File: src/logic/restart_interlock_defs.svh
// Constants for the restart interlock controller: register offsets, fields, timings.
// Assumes inclusion by bare name from design files only.
`ifndef RESTART_INTERLOCK_DEFS_SVH
`define RESTART_INTERLOCK_DEFS_SVH

// Clock rate
`define RIC_CLK_HZ 25000000
`define RIC_CYC_PER_MS (`RIC_CLK_HZ / 1000)

// Reset button hold times in milliseconds
`define RIC_MIN_HOLD_MS 150
`define RIC_MAX_HOLD_MS 4000
`define RIC_SHORT_HOLD_MS 30000

// Lamp and segment flash half period in milliseconds
`define RIC_BLINK_MS 250

// Register byte offsets
`define RIC_ADDR_CTRL 8'h00
`define RIC_ADDR_STATUS 8'h04
`define RIC_ADDR_IRQ_STAT 8'h08
`define RIC_ADDR_IRQ_MASK 8'h0c
`define RIC_ADDR_RESP_TIME 8'h10

// Control fields
`define RIC_CTRL_ALIGN_BIT 0
`define RIC_CTRL_RESET 1'h0
`define RIC_RESP_TIME_RESET 8'h00

// Interrupt event bits
`define RIC_IRQ_W 4
`define RIC_EV_LOCKED 0
`define RIC_EV_UNLOCKED 1
`define RIC_EV_DISCARD 2
`define RIC_EV_FAULT 3
`define RIC_IRQ_RESET 4'h0

`endif

File: src/logic/restart_interlock_pkg.sv
// Types shared by the restart interlock controller.
// Assumes nothing of its surroundings.
package restart_interlock_pkg;

    // Main operating states, one-hot
    typedef enum logic [3:0] {
        ST_SELFTEST = 4'h1,
        ST_ON = 4'h2,
        ST_LOCKED = 4'h4,
        ST_FAULT = 4'h8
    } op_state_t;

endpackage : restart_interlock_pkg

File: src/logic/restart_interlock_control.sv
// Receiver start-up and restart interlock controller with APB registers.
// Assumes optical inputs and button pins are synchronous to pclk.
// Behaviour
// - Self test first, then show response time
// - Ready: primary lamp steady green or red
// - Marginal beams with alignment: flash green, segments
// - Clear field, no lock: green, outputs on
// - Interlock engaged: red lamp, outputs off
// - Yellow lamp when field clear, interlock enabled
// - Release after 0.15 to 4 s unlocks
// - Hold 4 s or longer: request discarded
// - Hold 30 s: shorted input, fault state
// - Interruption or power loss engages interlock when the select input is high
// - Button line lamp is inverted outputs
//
// The APB slave port and the register addresses are this design's own decisions.
`include "restart_interlock_defs.svh"
module restart_interlock_control #(
    parameter int SELFTEST_CYCLES = 25000,
    parameter int MIN_HOLD_CYCLES = `RIC_MIN_HOLD_MS * `RIC_CYC_PER_MS,
    parameter int MAX_HOLD_CYCLES = `RIC_MAX_HOLD_MS * `RIC_CYC_PER_MS,
    parameter int SHORT_HOLD_CYCLES = `RIC_SHORT_HOLD_MS * `RIC_CYC_PER_MS,
    parameter int BLINK_CYCLES = `RIC_BLINK_MS * `RIC_CYC_PER_MS
) (
    // Clock and reset
    input wire logic pclk,
    input wire logic presetn,
    // APB slave
    input wire logic psel,
    input wire logic penable,
    input wire logic pwrite,
    input wire logic [7:0] paddr,
    input wire logic [31:0] pwdata,
    output logic [31:0] prdata,
    output logic pready,
    output logic pslverr,
    // Optical receiver condition
    input wire logic field_clear,
    input wire logic beams_marginal,
    // Interlock select and reset button line
    input wire logic interlock_select_input,
    input wire logic reset_button_line_in,
    output logic reset_button_line_out,
    output logic reset_button_line_oe,
    // Safety switching outputs
    output logic safety_switching_output1,
    output logic safety_switching_output2,
    // Indicators
    output logic primary_status_lamp_green,
    output logic primary_status_lamp_red,
    output logic yellow_lamp,
    output logic [7:0] display_value,
    output logic display_lit,
    // Interrupt
    output logic irq
);
    restart_interlock_pkg::op_state_t state_ff;
    restart_interlock_pkg::op_state_t nxt_state;
    logic [31:0] st_cnt_ff;
    logic [31:0] nxt_st_cnt;
    logic align_en_ff;
    logic nxt_align_en;
    logic [7:0] resp_time_ff;
    logic [7:0] nxt_resp_time;
    logic [`RIC_IRQ_W-1:0] irq_stat_ff;
    logic [`RIC_IRQ_W-1:0] nxt_irq_stat;
    logic [`RIC_IRQ_W-1:0] irq_mask_ff;
    logic [`RIC_IRQ_W-1:0] nxt_irq_mask;
    logic [`RIC_IRQ_W-1:0] events;
    logic [31:0] prdata_ff;
    logic [31:0] nxt_prdata;
    logic pready_ff;
    logic pslverr_ff;
    logic nxt_pslverr;
    logic irq_ff;
    logic safety_switching_output_ff;
    logic nxt_safety_switching_output;
    logic green_ff;
    logic nxt_green;
    logic red_ff;
    logic nxt_red;
    logic yellow_ff;
    logic nxt_yellow;
    logic [7:0] disp_ff;
    logic [7:0] nxt_disp;
    logic lit_ff;
    logic nxt_lit;
    logic btn_lamp_ff;
    logic btn_oe_ff;
    logic valid_release;
    logic discard;
    logic shorted;
    logic blink;
    logic res_en;
    logic setup;
    logic access_wr;
    logic access_rd;
    logic addr_ok;

    // Select input high means interlock in use; bridged low to button line means not
    assign res_en = interlock_select_input;

    // Button only counts while it is an input
    press_timer #(
        .MIN_CYCLES(MIN_HOLD_CYCLES),
        .MAX_CYCLES(MAX_HOLD_CYCLES),
        .SHORT_CYCLES(SHORT_HOLD_CYCLES)
    ) u_press (
        .pclk(pclk),
        .presetn(presetn),
        .pressed(reset_button_line_in & res_en),
        .valid_release(valid_release),
        .discard(discard),
        .shorted(shorted)
    );

    blink_timer #(
        .HALF_CYCLES(BLINK_CYCLES)
    ) u_blink (
        .pclk(pclk),
        .presetn(presetn),
        .phase(blink)
    );

    // Operating state machine
    always_comb
    begin
        nxt_state = state_ff;
        nxt_st_cnt = st_cnt_ff;
        events = `RIC_IRQ_RESET;
        case (state_ff)
            restart_interlock_pkg::ST_SELFTEST:
            begin
                nxt_st_cnt = st_cnt_ff + 32'h1;
                if (st_cnt_ff >= 32'(SELFTEST_CYCLES - 1))
                begin
                    // Power return counts as a supply failure: start locked
                    nxt_state = restart_interlock_pkg::ST_LOCKED;
                    events[`RIC_EV_LOCKED] = 1'b1;
                end
            end
            restart_interlock_pkg::ST_ON:
            begin
                if (!field_clear)
                begin
                    nxt_state = restart_interlock_pkg::ST_LOCKED;
                    events[`RIC_EV_LOCKED] = 1'b1;
                end
            end
            restart_interlock_pkg::ST_LOCKED:
            begin
                if (shorted)
                begin
                    nxt_state = restart_interlock_pkg::ST_FAULT;
                    events[`RIC_EV_FAULT] = 1'b1;
                end
                else if (field_clear && (!res_en || valid_release))
                begin
                    nxt_state = restart_interlock_pkg::ST_ON;
                    events[`RIC_EV_UNLOCKED] = 1'b1;
                end
                events[`RIC_EV_DISCARD] = discard;
            end
            restart_interlock_pkg::ST_FAULT:
                nxt_state = restart_interlock_pkg::ST_FAULT; // Left only by reset
            default:
                nxt_state = restart_interlock_pkg::ST_SELFTEST;
        endcase
        // A short while running is still a fault
        if (shorted && state_ff == restart_interlock_pkg::ST_ON)
        begin
            nxt_state = restart_interlock_pkg::ST_FAULT;
            events[`RIC_EV_FAULT] = 1'b1;
        end
    end

    always_ff @(posedge pclk or negedge presetn)
    begin
        if (!presetn)
        begin
            state_ff <= restart_interlock_pkg::ST_SELFTEST;
            st_cnt_ff <= 32'h0;
        end
        else
        begin
            state_ff <= nxt_state;
            st_cnt_ff <= nxt_st_cnt;
        end
    end

    // Outputs and indicators, all registered so no decode glitch reaches a pin
    always_comb
    begin
        nxt_safety_switching_output = (nxt_state == restart_interlock_pkg::ST_ON);
        nxt_green = 1'b0;
        nxt_red = 1'b0;
        nxt_yellow = 1'b0;
        nxt_disp = 8'h00;
        nxt_lit = 1'b0;
        if (state_ff != restart_interlock_pkg::ST_SELFTEST)
        begin
            nxt_disp = resp_time_ff;
            nxt_lit = 1'b1;
            nxt_yellow = field_clear && res_en;
            if (state_ff == restart_interlock_pkg::ST_ON)
            begin
                nxt_green = 1'b1;
                if (align_en_ff && beams_marginal)
                begin
                    nxt_green = blink;
                    nxt_lit = blink;
                end
            end
            else
                nxt_red = 1'b1;
        end
    end

    always_ff @(posedge pclk or negedge presetn)
    begin
        if (!presetn)
        begin
            safety_switching_output_ff <= 1'b0;
            green_ff <= 1'b0;
            red_ff <= 1'b0;
            yellow_ff <= 1'b0;
            disp_ff <= 8'h00;
            lit_ff <= 1'b0;
            btn_lamp_ff <= 1'b1;
            btn_oe_ff <= 1'b0;
        end
        else
        begin
            safety_switching_output_ff <= nxt_safety_switching_output;
            green_ff <= nxt_green;
            red_ff <= nxt_red;
            yellow_ff <= nxt_yellow;
            disp_ff <= nxt_disp;
            lit_ff <= nxt_lit;
            btn_lamp_ff <= ~nxt_safety_switching_output;
            btn_oe_ff <= ~res_en; // Drives only when no button is wired
        end
    end

    // APB decode: setup phase prepares the answer, access phase finishes in one cycle
    assign setup = psel && !penable;
    assign access_wr = psel && penable && pready_ff && pwrite && !pslverr_ff;
    assign access_rd = psel && penable && pready_ff && !pwrite && !pslverr_ff;
    always_comb
    begin
        addr_ok = 1'b1;
        nxt_prdata = 32'h0;
        if (paddr == `RIC_ADDR_CTRL)
            nxt_prdata[`RIC_CTRL_ALIGN_BIT] = align_en_ff;
        else if (paddr == `RIC_ADDR_STATUS)
            nxt_prdata = {24'h0, safety_switching_output_ff, res_en, field_clear, 1'b0, state_ff};
        else if (paddr == `RIC_ADDR_IRQ_STAT)
            nxt_prdata = {28'h0, irq_stat_ff};
        else if (paddr == `RIC_ADDR_IRQ_MASK)
            nxt_prdata = {28'h0, irq_mask_ff};
        else if (paddr == `RIC_ADDR_RESP_TIME)
            nxt_prdata = {24'h0, resp_time_ff};
        else
            addr_ok = 1'b0;
        nxt_pslverr = setup && !addr_ok;
    end

    // Register writes; read of interrupt status clears, but a new event wins
    always_comb
    begin
        nxt_align_en = align_en_ff;
        nxt_resp_time = resp_time_ff;
        nxt_irq_mask = irq_mask_ff;
        nxt_irq_stat = irq_stat_ff;
        if (access_wr && paddr == `RIC_ADDR_CTRL)
            nxt_align_en = pwdata[`RIC_CTRL_ALIGN_BIT];
        if (access_wr && paddr == `RIC_ADDR_IRQ_MASK)
            nxt_irq_mask = pwdata[`RIC_IRQ_W-1:0];
        if (access_wr && paddr == `RIC_ADDR_RESP_TIME)
            nxt_resp_time = pwdata[7:0];
        if (access_rd && paddr == `RIC_ADDR_IRQ_STAT)
            nxt_irq_stat = `RIC_IRQ_RESET;
        nxt_irq_stat = nxt_irq_stat | events;
    end

    always_ff @(posedge pclk or negedge presetn)
    begin
        if (!presetn)
        begin
            align_en_ff <= `RIC_CTRL_RESET;
            resp_time_ff <= `RIC_RESP_TIME_RESET;
            irq_mask_ff <= `RIC_IRQ_RESET;
            irq_stat_ff <= `RIC_IRQ_RESET;
            prdata_ff <= 32'h0;
            pready_ff <= 1'b0;
            pslverr_ff <= 1'b0;
            irq_ff <= 1'b0;
        end
        else
        begin
            align_en_ff <= nxt_align_en;
            resp_time_ff <= nxt_resp_time;
            irq_mask_ff <= nxt_irq_mask;
            irq_stat_ff <= nxt_irq_stat;
            prdata_ff <= setup ? nxt_prdata : 32'h0;
            pready_ff <= setup;
            pslverr_ff <= nxt_pslverr;
            irq_ff <= |(nxt_irq_stat & nxt_irq_mask);
        end
    end

    assign prdata = prdata_ff;
    assign pready = pready_ff;
    assign pslverr = pslverr_ff;
    assign irq = irq_ff;
    assign safety_switching_output1 = safety_switching_output_ff;
    assign safety_switching_output2 = safety_switching_output_ff;
    assign primary_status_lamp_green = green_ff;
    assign primary_status_lamp_red = red_ff;
    assign yellow_lamp = yellow_ff;
    assign display_value = disp_ff;
    assign display_lit = lit_ff;
    assign reset_button_line_out = btn_lamp_ff;
    assign reset_button_line_oe = btn_oe_ff;
endmodule : restart_interlock_control

File: src/logic/blink_timer.sv
// Free running flash phase generator for lamps and segments.
// Assumes one clock, asynchronous active-low reset.
module blink_timer #(
    parameter int HALF_CYCLES = 6250000
) (
    // Clock and reset
    input wire logic pclk,
    input wire logic presetn,
    // Flash phase
    output logic phase
);
    logic [31:0] cnt_ff;
    logic [31:0] nxt_cnt;
    logic phase_ff;
    logic nxt_phase;

    // Toggle phase each half period
    always_comb
    begin
        nxt_cnt = cnt_ff + 32'h1;
        nxt_phase = phase_ff;
        if (cnt_ff >= 32'(HALF_CYCLES - 1))
        begin
            nxt_cnt = 32'h0;
            nxt_phase = ~phase_ff;
        end
    end

    always_ff @(posedge pclk or negedge presetn)
    begin
        if (!presetn)
        begin
            cnt_ff <= 32'h0;
            phase_ff <= 1'b0;
        end
        else
        begin
            cnt_ff <= nxt_cnt;
            phase_ff <= nxt_phase;
        end
    end

    assign phase = phase_ff;
endmodule : blink_timer

File: src/logic/press_timer.sv
// Measures reset button hold time and classifies each press.
// Assumes the button level is synchronous to pclk.
module press_timer #(
    parameter int MIN_CYCLES = 3750000,
    parameter int MAX_CYCLES = 100000000,
    parameter int SHORT_CYCLES = 750000000
) (
    // Clock and reset
    input wire logic pclk,
    input wire logic presetn,
    // Button level, high while pressed
    input wire logic pressed,
    // Classification pulses
    output logic valid_release,
    output logic discard,
    output logic shorted
);
    logic [31:0] cnt_ff;
    logic [31:0] nxt_cnt;
    logic prev_ff;
    logic nxt_prev;
    logic valid_ff;
    logic nxt_valid;
    logic disc_ff;
    logic nxt_disc;
    logic short_ff;
    logic nxt_short;

    // Count from press; judge valid on release, discard and short while held; saturate at the short limit
    always_comb
    begin
        nxt_prev = pressed;
        nxt_cnt = cnt_ff;
        nxt_valid = 1'b0;
        nxt_disc = 1'b0;
        nxt_short = 1'b0;
        if (pressed)
        begin
            if (!prev_ff)
                nxt_cnt = 32'h1;
            else if (cnt_ff < 32'(SHORT_CYCLES))
                nxt_cnt = cnt_ff + 32'h1;
            nxt_disc = prev_ff && (cnt_ff == 32'(MAX_CYCLES - 1));
            nxt_short = prev_ff && (cnt_ff == 32'(SHORT_CYCLES - 1));
        end
        else if (prev_ff)
        begin
            // Too short or too long releases give nothing
            nxt_valid = (cnt_ff >= 32'(MIN_CYCLES)) && (cnt_ff < 32'(MAX_CYCLES));
            nxt_cnt = 32'h0;
        end
    end

    always_ff @(posedge pclk or negedge presetn)
    begin
        if (!presetn)
        begin
            cnt_ff <= 32'h0;
            prev_ff <= 1'b0;
            valid_ff <= 1'b0;
            disc_ff <= 1'b0;
            short_ff <= 1'b0;
        end
        else
        begin
            cnt_ff <= nxt_cnt;
            prev_ff <= nxt_prev;
            valid_ff <= nxt_valid;
            disc_ff <= nxt_disc;
            short_ff <= nxt_short;
        end
    end

    assign valid_release = valid_ff;
    assign discard = disc_ff;
    assign shorted = short_ff;
endmodule : press_timer

File: config.mk
export PLATFORM = sky130hd
export DESIGN_NAME = restart_interlock_control
export DESIGN_NICKNAME = d
export VERILOG_FILES = /design/src/logic/restart_interlock_pkg.sv /design/src/logic/restart_interlock_control.sv /design/src/logic/blink_timer.sv /design/src/logic/press_timer.sv
export VERILOG_INCLUDE_DIRS = /design/src /design/src/logic
export SDC_FILE = /design/constraint.sdc
export NUM_CORES = 1
export LEC_CHECK = 0
export ABC_CLOCK_PERIOD_IN_PS = 1940
export BUFFER_PORTS_ARGS = -buffer_cell sky130_fd_sc_hd__clkbuf_2
export CAP_MARGIN = 0
export CORE_UTILIZATION = 52
export CTS_CLUSTER_SIZE = 25
export DETAILED_ROUTE_END_ITERATION = 8
export PLACE_DENSITY_LB_ADDON = 0.12
export SYNTH_ARGS = -nofsm -noshare
export SYNTH_HDL_FRONTEND = slang
export SYNTH_SLANG_ARGS = --single-unit
File: constraint.sdc
create_clock -name pclk -period 1.94 [get_ports pclk]
set_clock_uncertainty 0.15 [all_clocks]
set_input_delay 0.097 -clock pclk [delete_from_list [all_inputs] [get_ports pclk]]
set_output_delay 0.097 -clock pclk [all_outputs]
set_load 0.02 [all_outputs]
==> results of run 1 <==
==> per-stage QoR <==
step / cell area (sq um) / setup TNS, ns / utilization, % / total power, mW
2_1_floorplan: 7770 / -0.111 / - / 3.35
3_5_place_dp: 8990 / -7.13 / 64.0 / 3.49
6_report: 10900 / -6.30 / 77.6 / 7.10
5_1_grt: 10900 / -7.80 / 77.6 / 7.32
3_3_place_gp: 8990 / -5.39 / 64.0 / 3.48
4_1_cts: 10500 / -1.38 / 74.6 / 7.10
==> synthesized netlist by cell type (all sizes together) (18+ instances only) <==
cell      n  area share, %
nand3    47            3.1
nand4    29            2.6
nor2     68            3.4
a21oi    20            1.3
inv      35            1.7
dfrtp   146             48
nand2    50            2.6
xor2     22            2.5
buf      38            3.4
and3     19            1.6
nor3     25            1.8
clkbuf   18           0.91
nor4     24            2.2
o21ai    24            1.7
xnor2    32            3.7
==> final cells by class <==
class                      instances  area (sq um)
clock buffer                      17           425
clock inverter                    15           203
fill                             870          3150
inverter                          35           131
multi-input combinational        559          4180
sequential                       148          3710
tap                              180           225
timing repair buffer             249          2020
==> worst min-delay path, delay by kind of cell <==
family	cells	cell delay (ns)
AND/OR/NAND/NOR	3	0.35
AO/OA/AOI/OAI	1	0.08
buffers and inverters	1	0.08
==> cells by family after synthesis <==
kind of cell    Yosys count
mux                      13
buf+inv                  91
compound gates          117
simple gates            338
fa+ha+maj                 4
flops                   148
other cells               1
xor+xnor                 54
==> power by group <==
part,internal [mW],switching (mW)
logic,0.152,0.262
clock network,2.16,1.39
registers,3.11,0.0148
==> metal layers <==
layer  global-route usage, %  wire length (um)
met4                    12.9               631
met5                       0                 0
met2                    51.2             11200
met3                    7.67              1580
met1                    35.4              8990
==> repair_timing <==
item                       in CTS  in global routing
pin swaps                      47                 34
hold endpoints to repair      181                  0
setup endpoints to repair      48                 75
hold buffers                   23                  0
buffers inserted               16                 12
resized for setup              95                 60
cloned                          4                  1
==> state kept, by name (all words and copies together), names as in the netlist, 4 cells and up <==
name	cells
st_cnt_ff	32
display_value	8
irq_mask_ff	4
state_ff	4
u_blink.cnt_ff	32
irq_stat_ff	4
u_press.cnt_ff	32
prdata	8
resp_time_ff	8
==> worst max path at each step <==
stage,slack (ns),endpoint,startpoint,cells past startpoint
6_report,-0.35,u_press.cnt_ff[11]$_DFFE_PN0P_,u_press.cnt_ff[16]$_DFFE_PN0P_,6
2_1_floorplan,-0.03,st_cnt_ff[30]$_DFFE_PN0P_,state_ff[0]$_DFF_PN1_,6
5_1_grt,-0.34,u_press.cnt_ff[11]$_DFFE_PN0P_,u_press.cnt_ff[16]$_DFFE_PN0P_,6
3_3_place_gp,-0.27,irq$_DFF_PN0_,st_cnt_ff[0]$_DFFE_PN0P_,6
3_5_place_dp,-0.27,u_press.cnt_ff[30]$_DFFE_PN0P_,u_press.cnt_ff[14]$_DFFE_PN0P_,6
4_1_cts,-0.08,u_press.cnt_ff[17]$_DFFE_PN0P_,u_press.cnt_ff[31]$_DFFE_PN0P_,8
==> qor.yml, run 1 <==
synth.distinct_cells: 74
synth-edff-count: 0
track_usage_pct: 29.9
arrival_ns: 2.45
die_w_um: 123
slew_viol_final: 0
synth_compound_gate_area_share_pct: 11.0
synthAdderAreaFrac_pct: 0.662
cts_max_level: 4
critical-path-top-delay-family: "compound AO/OA/AOI/OAI gates"
drc: 0
synthSimpleGateAreaFrac_pct: 25.1
drt_iter0_markers: 514
hold_viol_final: 0
core_area_sq_um: 14000
dr.pass1.iters: 5
cts_sinks: 148
fmaxAchievable_mhz: 436
hold_slack_ns: 0.0733
hp-class: "input pin to flop"
port_buffers: 51
antenna_cells: 0
instances_no_fill: 1203
r2r-start: "u_press.cnt_ff[16]$_DFFE_PN0P_"
drt-total-wl_mm: 22.4
ys_ff_latch: 148
synth_seq_area_share_pct: 49.0
r2r_setup_slack_ns: -0.35
irDropWorstVdd_mv: 0.572
layout_setup_ws_ns: -0.355
syn_inst: 766
powerDensity_nw_per_um2: 651
muxShareOfSynthArea_pct: 1.94
grt_max_degree: 45
cts_tree: "built"
worstRegToRegCells: 6
layout.nets: 1063
cts_root_buf: "clkbuf_16"
final_cell_mix: "144 x dfrtp_1, 144 x buf_4, 62 x nor2_1"
syn_to_final_growth_pct: 44.1
endpoint_kind: "flop"
ys.flop_type: "dfrtp_1"
path_buf_inv: 1
rows: 43
violations: "setup timing"
cts_buffers: 17
min_from: "paddr[6]"
status: "finished, violations left"
die_area_sq_um: 15000
cp_data_required_time_ns: 2.09
layout-drive-gt1-share_pct: 37.7
clkTransAtPathRegs_ns: 0.07
dp_hpwl_mm: 13.4
postSynth.asyncResetShare_pct: 100
syn_area_sq_um: 7560
period_minus_slack_ns: 2.29
finalSetupViolations: 34
grt_pass1_wl_mm: 34.5
critical_path.cell_chain: "nor4bb_1 -> nand4_1 -> o21a_4 -> buf_4 -> a31oi_1 -> a31oi_4"
cp_max_fo: 6
wl_per_cell_um: 18.6
yosys_warnings: 0
worstHoldEndpoint: "pslverr$_DFF_PN0_"
worst_setup_path_start_kind: "flop"
holdPathStages: 5
num_io_pins: 100
gp_congestion: 0.925
post-route-period-util_pct: 118
clock_path_buffers: 2
dp_slack_ns: -0.267
overflow: 0
dieHeight_um: 123
grt_setup_unrepaired: "yes"
cp_slowest_cell: "dfrtp_2"
path_class: "flop to flop"
timing.critical_path.slowest_cell_delay_ns: 0.47
start_util_pct: 53.9
antenna_found_initial: 0
max_cap_viol_count: 0
synth_xor_xnor_area_share_pct: 6.25
power_leakage_nw: 4.86
clock_latency_ns: 0.43
vias_per_cell: 5.84
via_count: 7030
synth_top_family_by_area: "simple AND/OR/NAND/NOR gates"
grt_pass1_vias: 7076
dp.cells: 1115
postSynthAreaPerCell_sq_um: 9.87
r2r-end: "u_press.cnt_ff[11]$_DFFE_PN0P_"
detail-route-antenna-nets: 0
Power figures use the tool's default switching activity.
==> run 2: changes to the inputs <==
--- a/config.mk
+++ b/config.mk
@@ -6,6 +6,7 @@
 export SDC_FILE = /design/constraint.sdc
 export NUM_CORES = 1
 export LEC_CHECK = 0
+export ABC_AREA = 1
 export ABC_CLOCK_PERIOD_IN_PS = 1940
 export BUFFER_PORTS_ARGS = -buffer_cell sky130_fd_sc_hd__clkbuf_2
 export CAP_MARGIN = 0
==> run 2 against run 1 <==
  * The flow now finishes without violations
  * Sequential share of layout area increased by 2.0 points
  * Global-route usage is 4.0 points lower
  * Critical path depth up 3
  * Total power is 0.85% lower
  * Utilization fell by 13 points
  * First-iteration DRC count grew 7.4%
  * Routed wire length is 6.1% lower
  * Setup slack better by 0.43 ns
  * Via count rose by 12%
  * Critical endpoint is now st_cnt_ff[10]$_DFFE_PN0P_
  * Largest power group unchanged
  * Highest routed layer unchanged
==> qor.yml, run 2 <==
final_cell_mix: "341 x nand2_1, 176 x nor2_1, 144 x dfrtp_1"
clock_path_buffers: 2  # unchanged
finalSetupViolations: 0  # -100%
synth_top_family_by_area: "simple AND/OR/NAND/NOR gates"
postSynthAreaPerCell_sq_um: 7.18  # -27%
detail-route-antenna-nets: 0  # unchanged
instances_no_fill: 1547  # +29%
rows: 46  # +7.0%
place_area_sq_um: 9330  # +3.8%
worst_slew_pin_slew_ns: 0.507
cts_root_buf: "clkbuf_16"
synth_common_cells: "345 x nand2_1, 184 x nor2_1, 146 x dfrtp_1"
layout-drive-gt1-share_pct: 14.1  # -24 points
antenna_found_initial: 0  # unchanged
post-route-period-util_pct: 96.2  # -22 points
r2r_setup_slack_ns: 0.07  # +0.43 ns
drc: 0  # unchanged
die_area_sq_um: 17100  # +13%
syn_to_final_growth_pct: 19.6
clkTransAtPathRegs_ns: 0.07  # about the same
fmaxAchievable_mhz: 536  # +23%
startpoint: "st_cnt_ff[1]$_DFFE_PN0P_"
dieHeight_um: 131  # +6.5%
cts_tree: "built"
max-slew-margin-rel_pct: 66.1
internal_power_mw: 5.42  # -0.21%
grt_max_degree: 48  # +6.7%
core_area_sq_um: 16000  # +14%
antenna_cells: 0  # unchanged
worst_setup_path_start_kind: "flop"
drt-total-wl_mm: 21.0  # -6.1%
ys.flop_type: "dfrtp_1"
synth_compound_gate_area_share_pct: 3.80  # -7.2 points
worstRegToRegCells: 9  # +3
cts_sinks: 148  # unchanged
via_count: 7852  # +12%
period_minus_slack_ns: 1.87  # -0.428 ns
synth_area_leaders: "dfrtp_1 42%, nand2_1 15%, nor2_1 8.0%"
design_area_sq_um: 10300  # -5.6%
power_frac_comb_pct: 4.5  # -1.3 points
ys_ff_latch: 148  # unchanged
endpoint_kind: "flop"
overflow: 0  # unchanged
slew_viol_final: 0  # unchanged
status: "complete, no violations"
power_leakage_nw: 5.20  # +6.9%
die_w_um: 131  # +6.5%
vias_per_cell: 5.08  # -13%
synth_most_common_cell: "nand2_1"
yosysTopAreaCellShare_pct: 42.5  # -5.8 points
mostFrequentLayoutCell: "nand2_1"
num_io_pins: 100  # unchanged
layout.nets: 1371  # +29%
hp-class: "input pin to asynchronous set/reset pin"
hold_viol_final: 0  # unchanged
r2r-start: "st_cnt_ff[1]$_DFFE_PN0P_"
synth.distinct_cells: 40  # -46%
dp_hpwl_mm: 14.9  # +11%
arrival_ns: 2.07  # -0.38 ns
fillCellCount: 1467  # +69%
synth-edff-count: 0  # unchanged
finalSetupTns_ns: 0  # +6.30 ns
yosys.area.top_type: "dfrtp_1"
start_util_pct: 53.8  # -0.11 points
gp_congestion: 0.947  # +2.3%
powerDensity_nw_per_um2: 684  # +5.0%
synth_xor_xnor_area_share_pct: 4.68  # -1.6 points
cts_max_level: 4  # unchanged
dp.cells: 1491  # +34%
grt_pass1_wl_mm: 34.3  # -0.52%
switchingPower_mw: 1.62  # -2.9%
yosys_warnings: 0  # unchanged
synthAdderAreaFrac_pct: 0.582  # -0.080 points
switching_share_pct: 23.0  # -0.49 points
p_seq_share_pct: 44.4  # +0.4 points
clock_power_share_pct: 51.1  # +1.0 points
grt_setup_unrepaired: "yes"
dr.pass1.iters: 6  # +1
max_cap_viol_count: 0  # unchanged
irDropWorstVdd_mv: 0.634  # +11%
synthSimpleGateAreaFrac_pct: 37.5  # +12 points
drt_iter0_markers: 552  # +7.4%
synth_seq_area_share_pct: 43.1  # -5.9 points
syn_area_sq_um: 8600  # +14%
port_buffers: 51  # unchanged
syn_inst: 1198  # +56%
muxShareOfSynthArea_pct: 0  # -1.9 points
track_usage_pct: 25.9  # -4.0 points
wl_per_cell_um: 13.6  # -27%
path_class: "flop to flop"
clock_latency_ns: 0.43  # about the same
postSynth.asyncResetShare_pct: 100  # unchanged
cts_buffers: 17  # unchanged
cp_max_fo: 3  # -3
cp_data_required_time_ns: 2.14  # +0.05 ns
top_regs: "st_cnt_ff x32, u_blink.cnt_ff x32, u_press.cnt_ff x32"
grt_pass1_vias: 7061  # -0.21%
hold_slack_ns: 0.0208  # -0.0525 ns
-- run 2: cell types whose count changed after synthesis, moves of 20 or more --
cell     change
nand3_1     +44
nor2_1     +116
inv_1      +108
xnor2_1     -20
nand4_1     +24
nand2_1    +296
-- run 2: worst paths after layout --
check | to
min in group pclk | prdata[4]$_DFF_PN0_
max in group asynchronous | state_ff[0]$_DFF_PN1_
min | u_press.cnt_ff[7]$_DFFE_PN0P_
max reg2reg | st_cnt_ff[10]$_DFFE_PN0P_
max | st_cnt_ff[10]$_DFFE_PN0P_
min reg2reg | u_blink.cnt_ff[0]$_DFF_PN0_
-- run 2: cell families after synthesis --
logic type                 after synthesis
AOI/OAI and AO/OA                       61
xor gates and xnor gates                46
adders and majority gates                4
buffers and inverters                  198
DFF                                    148
other                                    1
and+or+nand+nor                        740
-- run 2: metal layers --
metal,routed length (um),vias up,global-route usage (%)
li1,-,3973,-
met3,1230,38,4.32
met1,10000,3588,37.0
met2,9320,253,40.0
met4,415,0,8.79
met5,0,-,0
-- run 2: layout make-up --
cell class	instances	area, sq um	area share (%)
clock buffers	19	443	4.30
well taps	216	270	2.63
multi-input cells	884	4220	41.0
clock inverters	13	196	1.91
flip-flops and latches	148	3710	36.0
inverters	147	556	5.40
repair buffers	120	900	8.74
-- run 2: power groups by stage --
| stage | logic, mW | clock network [mW] | registers [mW] |
|---|---|---|---|
| 6_report | 0.320 | 3.59 | 3.12 |
| 5_1_grt | 0.357 | 3.75 | 3.13 |
| 4_1_cts | 0.321 | 3.65 | 3.12 |
| 3_5_place_dp | 0.294 | 0 | 3.18 |
| 3_3_place_gp | 0.292 | 0 | 3.18 |
| 2_1_floorplan | 0.165 | 0 | 3.19 |
-- run 2: critical path: stages, from the launching register on --
cell and delay [ns]:
dfrtp_1 0.37, ha_2 0.21, nand2_2 0.08, nor2_4 0.13, inv_2 0.06, nor2_4 0.11, nand3_4 0.12, nor3_4 0.27
buf_4 0.15, xor2_1 0.14
-- run 2: what timing repair did --
item,4_1_cts,5_1_grt
hold buffers,18,0
resized for setup,0,27
buffers inserted,0,6
endpoints found under the hold margin,177,0
setup endpoints to repair,0,55
-- run 2: through the flow --
stage	utilization [%]	power, mW	setup WS, ns
2_1_floorplan	-	3.35	0.247
3_3_place_gp	58.3	3.47	0.101
3_5_place_dp	58.3	3.48	0.0222
4_1_cts	63.4	7.09	0.00788
5_1_grt	64.3	7.24	-0.0348
6_report	64.3	7.04	0.0737
==> run 3: changes to the inputs <==
--- a/config.mk
+++ b/config.mk
@@ -16,4 +16,5 @@
 export PLACE_DENSITY_LB_ADDON = 0.12
 export SYNTH_ARGS = -nofsm -noshare
 export SYNTH_HDL_FRONTEND = slang
+export SYNTH_HIERARCHICAL = 1
 export SYNTH_SLANG_ARGS = --single-unit
==> run 3 against run 2 <==
  * Clock-buffer cell count down 2
  * First-iteration DRC count down 19%
  * Setup slack better by 0.049 ns
  * Critical path type unchanged
  * Critical endpoint is now st_cnt_ff[17]$_DFFE_PN0P_
  * Largest cell class unchanged
==> qor.yml, run 3 <==
status: "complete, no violations"
yosysTopAreaCellShare_pct: 42.3  # -0.17 points
powerDensity_nw_per_um2: 678  # -0.81%
switching_share_pct: 24.9  # +1.9 points
power_frac_comb_pct: 4.3  # -0.2 points
layout.nets: 1346  # -1.8%
cp_data_required_time_ns: 2.12  # -0.02 ns
yosys.area.top_type: "dfrtp_1"
clock_latency_ns: 0.43  # about the same
drt_iter0_markers: 445  # -19%
core_area_sq_um: 16100  # +0.36%
syn_inst: 1185  # -1.1%
die_w_um: 131  # +0.20%
vias_per_cell: 4.84  # -4.6%
synth-edff-count: 0  # unchanged
worst_setup_path_start_kind: "flop"
grt_pass1_wl_mm: 32.5  # -5.2%
slew_viol_final: 0  # unchanged
grt_max_degree: 62  # +29%
layout-drive-gt1-share_pct: 14.9  # +0.81 points
endpoint_kind: "flop"
p_seq_share_pct: 45.4  # +1.0 points
hold_viol_final: 0  # unchanged
internal_power_mw: 5.16  # -4.6%
antenna_cells: 0  # unchanged
syn_area_sq_um: 8630  # +0.39%
clock_power_share_pct: 50.3  # -0.8 points
irDropWorstVdd_mv: 0.650  # +2.6%
top_regs: "st_cnt_ff x32, u_blink/cnt_ff x32, u_press/cnt_ff x32"
worst_slew_pin_slew_ns: 0.593  # +0.0865 ns
arrival_ns: 2.00  # -0.07 ns
dp.cells: 1469  # -1.5%
overflow: 0  # unchanged
drt-total-wl_mm: 19.4  # -7.6%
final_cell_mix: "388 x nand2_1, 179 x nor2_1, 141 x dfrtp_1"
instances_no_fill: 1522  # -1.6%
wl_per_cell_um: 12.7  # -6.1%
power_leakage_nw: 5.12  # -1.4%
path_class: "flop to flop"
hp-class: "input pin to flop"
start_util_pct: 53.8  # about the same
ys_ff_latch: 148  # unchanged
ys.flop_type: "dfrtp_1"
postSynthAreaPerCell_sq_um: 7.29  # +1.5%
drc: 0  # unchanged
rows: 46  # unchanged
switchingPower_mw: 1.71  # +5.6%
antenna_found_initial: 0  # unchanged
synth_seq_area_share_pct: 42.9  # -0.17 points
hold_slack_ns: 0.0371  # +0.0163 ns
finalSetupViolations: 0  # unchanged
clkTransAtPathRegs_ns: 0.07  # about the same
max_cap_viol_count: 0  # unchanged
period_minus_slack_ns: 1.82  # -0.0490 ns
cts_sinks: 148  # unchanged
track_usage_pct: 24.4  # -1.5 points
dp_hpwl_mm: 14.1  # -5.6%
fmaxAchievable_mhz: 550  # +2.7%
synth_most_common_cell: "nand2_1"
postSynth.asyncResetShare_pct: 100  # unchanged
max-slew-margin-rel_pct: 60.4  # -5.7 points
synth_common_cells: "389 x nand2_1, 187 x nor2_1, 146 x dfrtp_1"
clock_path_buffers: 2  # unchanged
detail-route-antenna-nets: 0  # unchanged
final_core_util_pct: 63.1  # -1.2 points
cts_root_buf: "clkbuf_16"
synth_area_leaders: "dfrtp_1 42%, nand2_1 17%, nor2_1 8.1%"
cp_max_fo: 5  # +2
syn_to_final_growth_pct: 17.4
grt_setup_unrepaired: "yes"
cts_tree: "built"
mostFrequentLayoutCell: "nand2_1"
yosys_warnings: 6  # +6
cts_buffers: 17  # unchanged
dr.pass1.iters: 5  # -1
num_io_pins: 100  # unchanged
die_area_sq_um: 17100  # +0.39%
via_count: 7371  # -6.1%
port_buffers: 51  # unchanged
cts_max_level: 4  # unchanged
post-route-period-util_pct: 93.7  # -2.5 points
synth.distinct_cells: 41  # +2.5%
grt_pass1_vias: 6947  # -1.6%
gp_congestion: 0.904  # -4.5%
dieHeight_um: 131  # +0.20%
-- run 3: logic make-up after synthesis --
logic type	share of synthesized area, %
AO/OA/AOI/OAI	4.01
XOR/XNOR	5.26
adder cells (fa/ha/maj)	0.580
buffers and inverters	9.62
flip-flops	42.9
other	0.0870
AND/OR/NAND/NOR	37.5
-- run 3: path summary, 6_finish.rpt --
| kind | start | endpoint | slack [ns] | cells past startpoint |
|---|---|---|---|---|
| max in group asynchronous | presetn | state_ff[0]$_DFF_PN1_ | 0.95 | 3 |
| setup / recovery | state_ff[0]$_DFF_PN1_ | st_cnt_ff[17]$_DFFE_PN0P_ | 0.12 | 9 |
| min in group asynchronous | presetn | u_blink/cnt_ff[8]$_DFF_PN0_ | 0.06 | 2 |
| hold / removal | psel | irq_mask_ff[1]$_DFF_PN0_ | 0.04 | 5 |
| hold reg to reg | u_blink/cnt_ff[0]$_DFF_PN0_ | u_blink/cnt_ff[0]$_DFF_PN0_ | 0.32 | 1 |
| setup reg to reg | state_ff[0]$_DFF_PN1_ | st_cnt_ff[17]$_DFFE_PN0P_ | 0.12 | 9 |
-- run 3: worst max-delay path, cell delays in order, from the launching register on --
cell	delay, ns
dfstp_2	0.55
inv_1	0.06
nor2_2	0.13
nand2_4	0.10
nor2_4	0.15
nand3_4	0.11
nor3_4	0.26
nand3_1	0.10
nand2_1	0.07
nand2_1	0.04
-- run 3: per-layer routing --
metal,track usage [%],wire length (um),up-vias
met2,39.7,8950,195
met4,7.91,278,0
li1,-,-,3815
met3,5.05,856,26
met5,0,0,-
met1,32.7,9310,3335
-- run 3: cell type report --
type                       instances  area [sq um]
tap                              216           270
fill                            1398          5920
sequential                       148          3710
timing repair buffer              99           748
clock buffer                      17           425
clock inverter                    15           183
inverter                         140           526
multi-input combinational        887          4270
-- run 3: power groups by stage --
stage	Clock, mW	Sequential (mW)	Combinational [mW]
2_1_floorplan	0	3.18	0.162
3_3_place_gp	0	3.18	0.264
3_5_place_dp	0	3.18	0.267
4_1_cts	3.52	3.12	0.297
5_1_grt	3.65	3.12	0.331
6_report	3.46	3.12	0.292
-- run 3: through the flow --
stage | TNS [ns] | worst slack, ns | total power, mW | area, sq um
6_report | 0 | 0.123 | 6.87 | 10100
5_1_grt | -0.0152 | -0.0142 | 7.10 | 10100
4_1_cts | 0 | 0.0673 | 6.94 | 10100
3_5_place_dp | 0 | 0.0942 | 3.45 | 9260
3_3_place_gp | 0 | 0.107 | 3.44 | 9260
2_1_floorplan | 0 | 0.209 | 3.35 | 8750
-- run 3: what timing repair did --
action	in CTS	in global routing
endpoints found under the hold margin	177	0
hold buffers	19	0
endpoints found under the setup margin	0	31
gates resized for setup	0	20
setup buffers	0	2
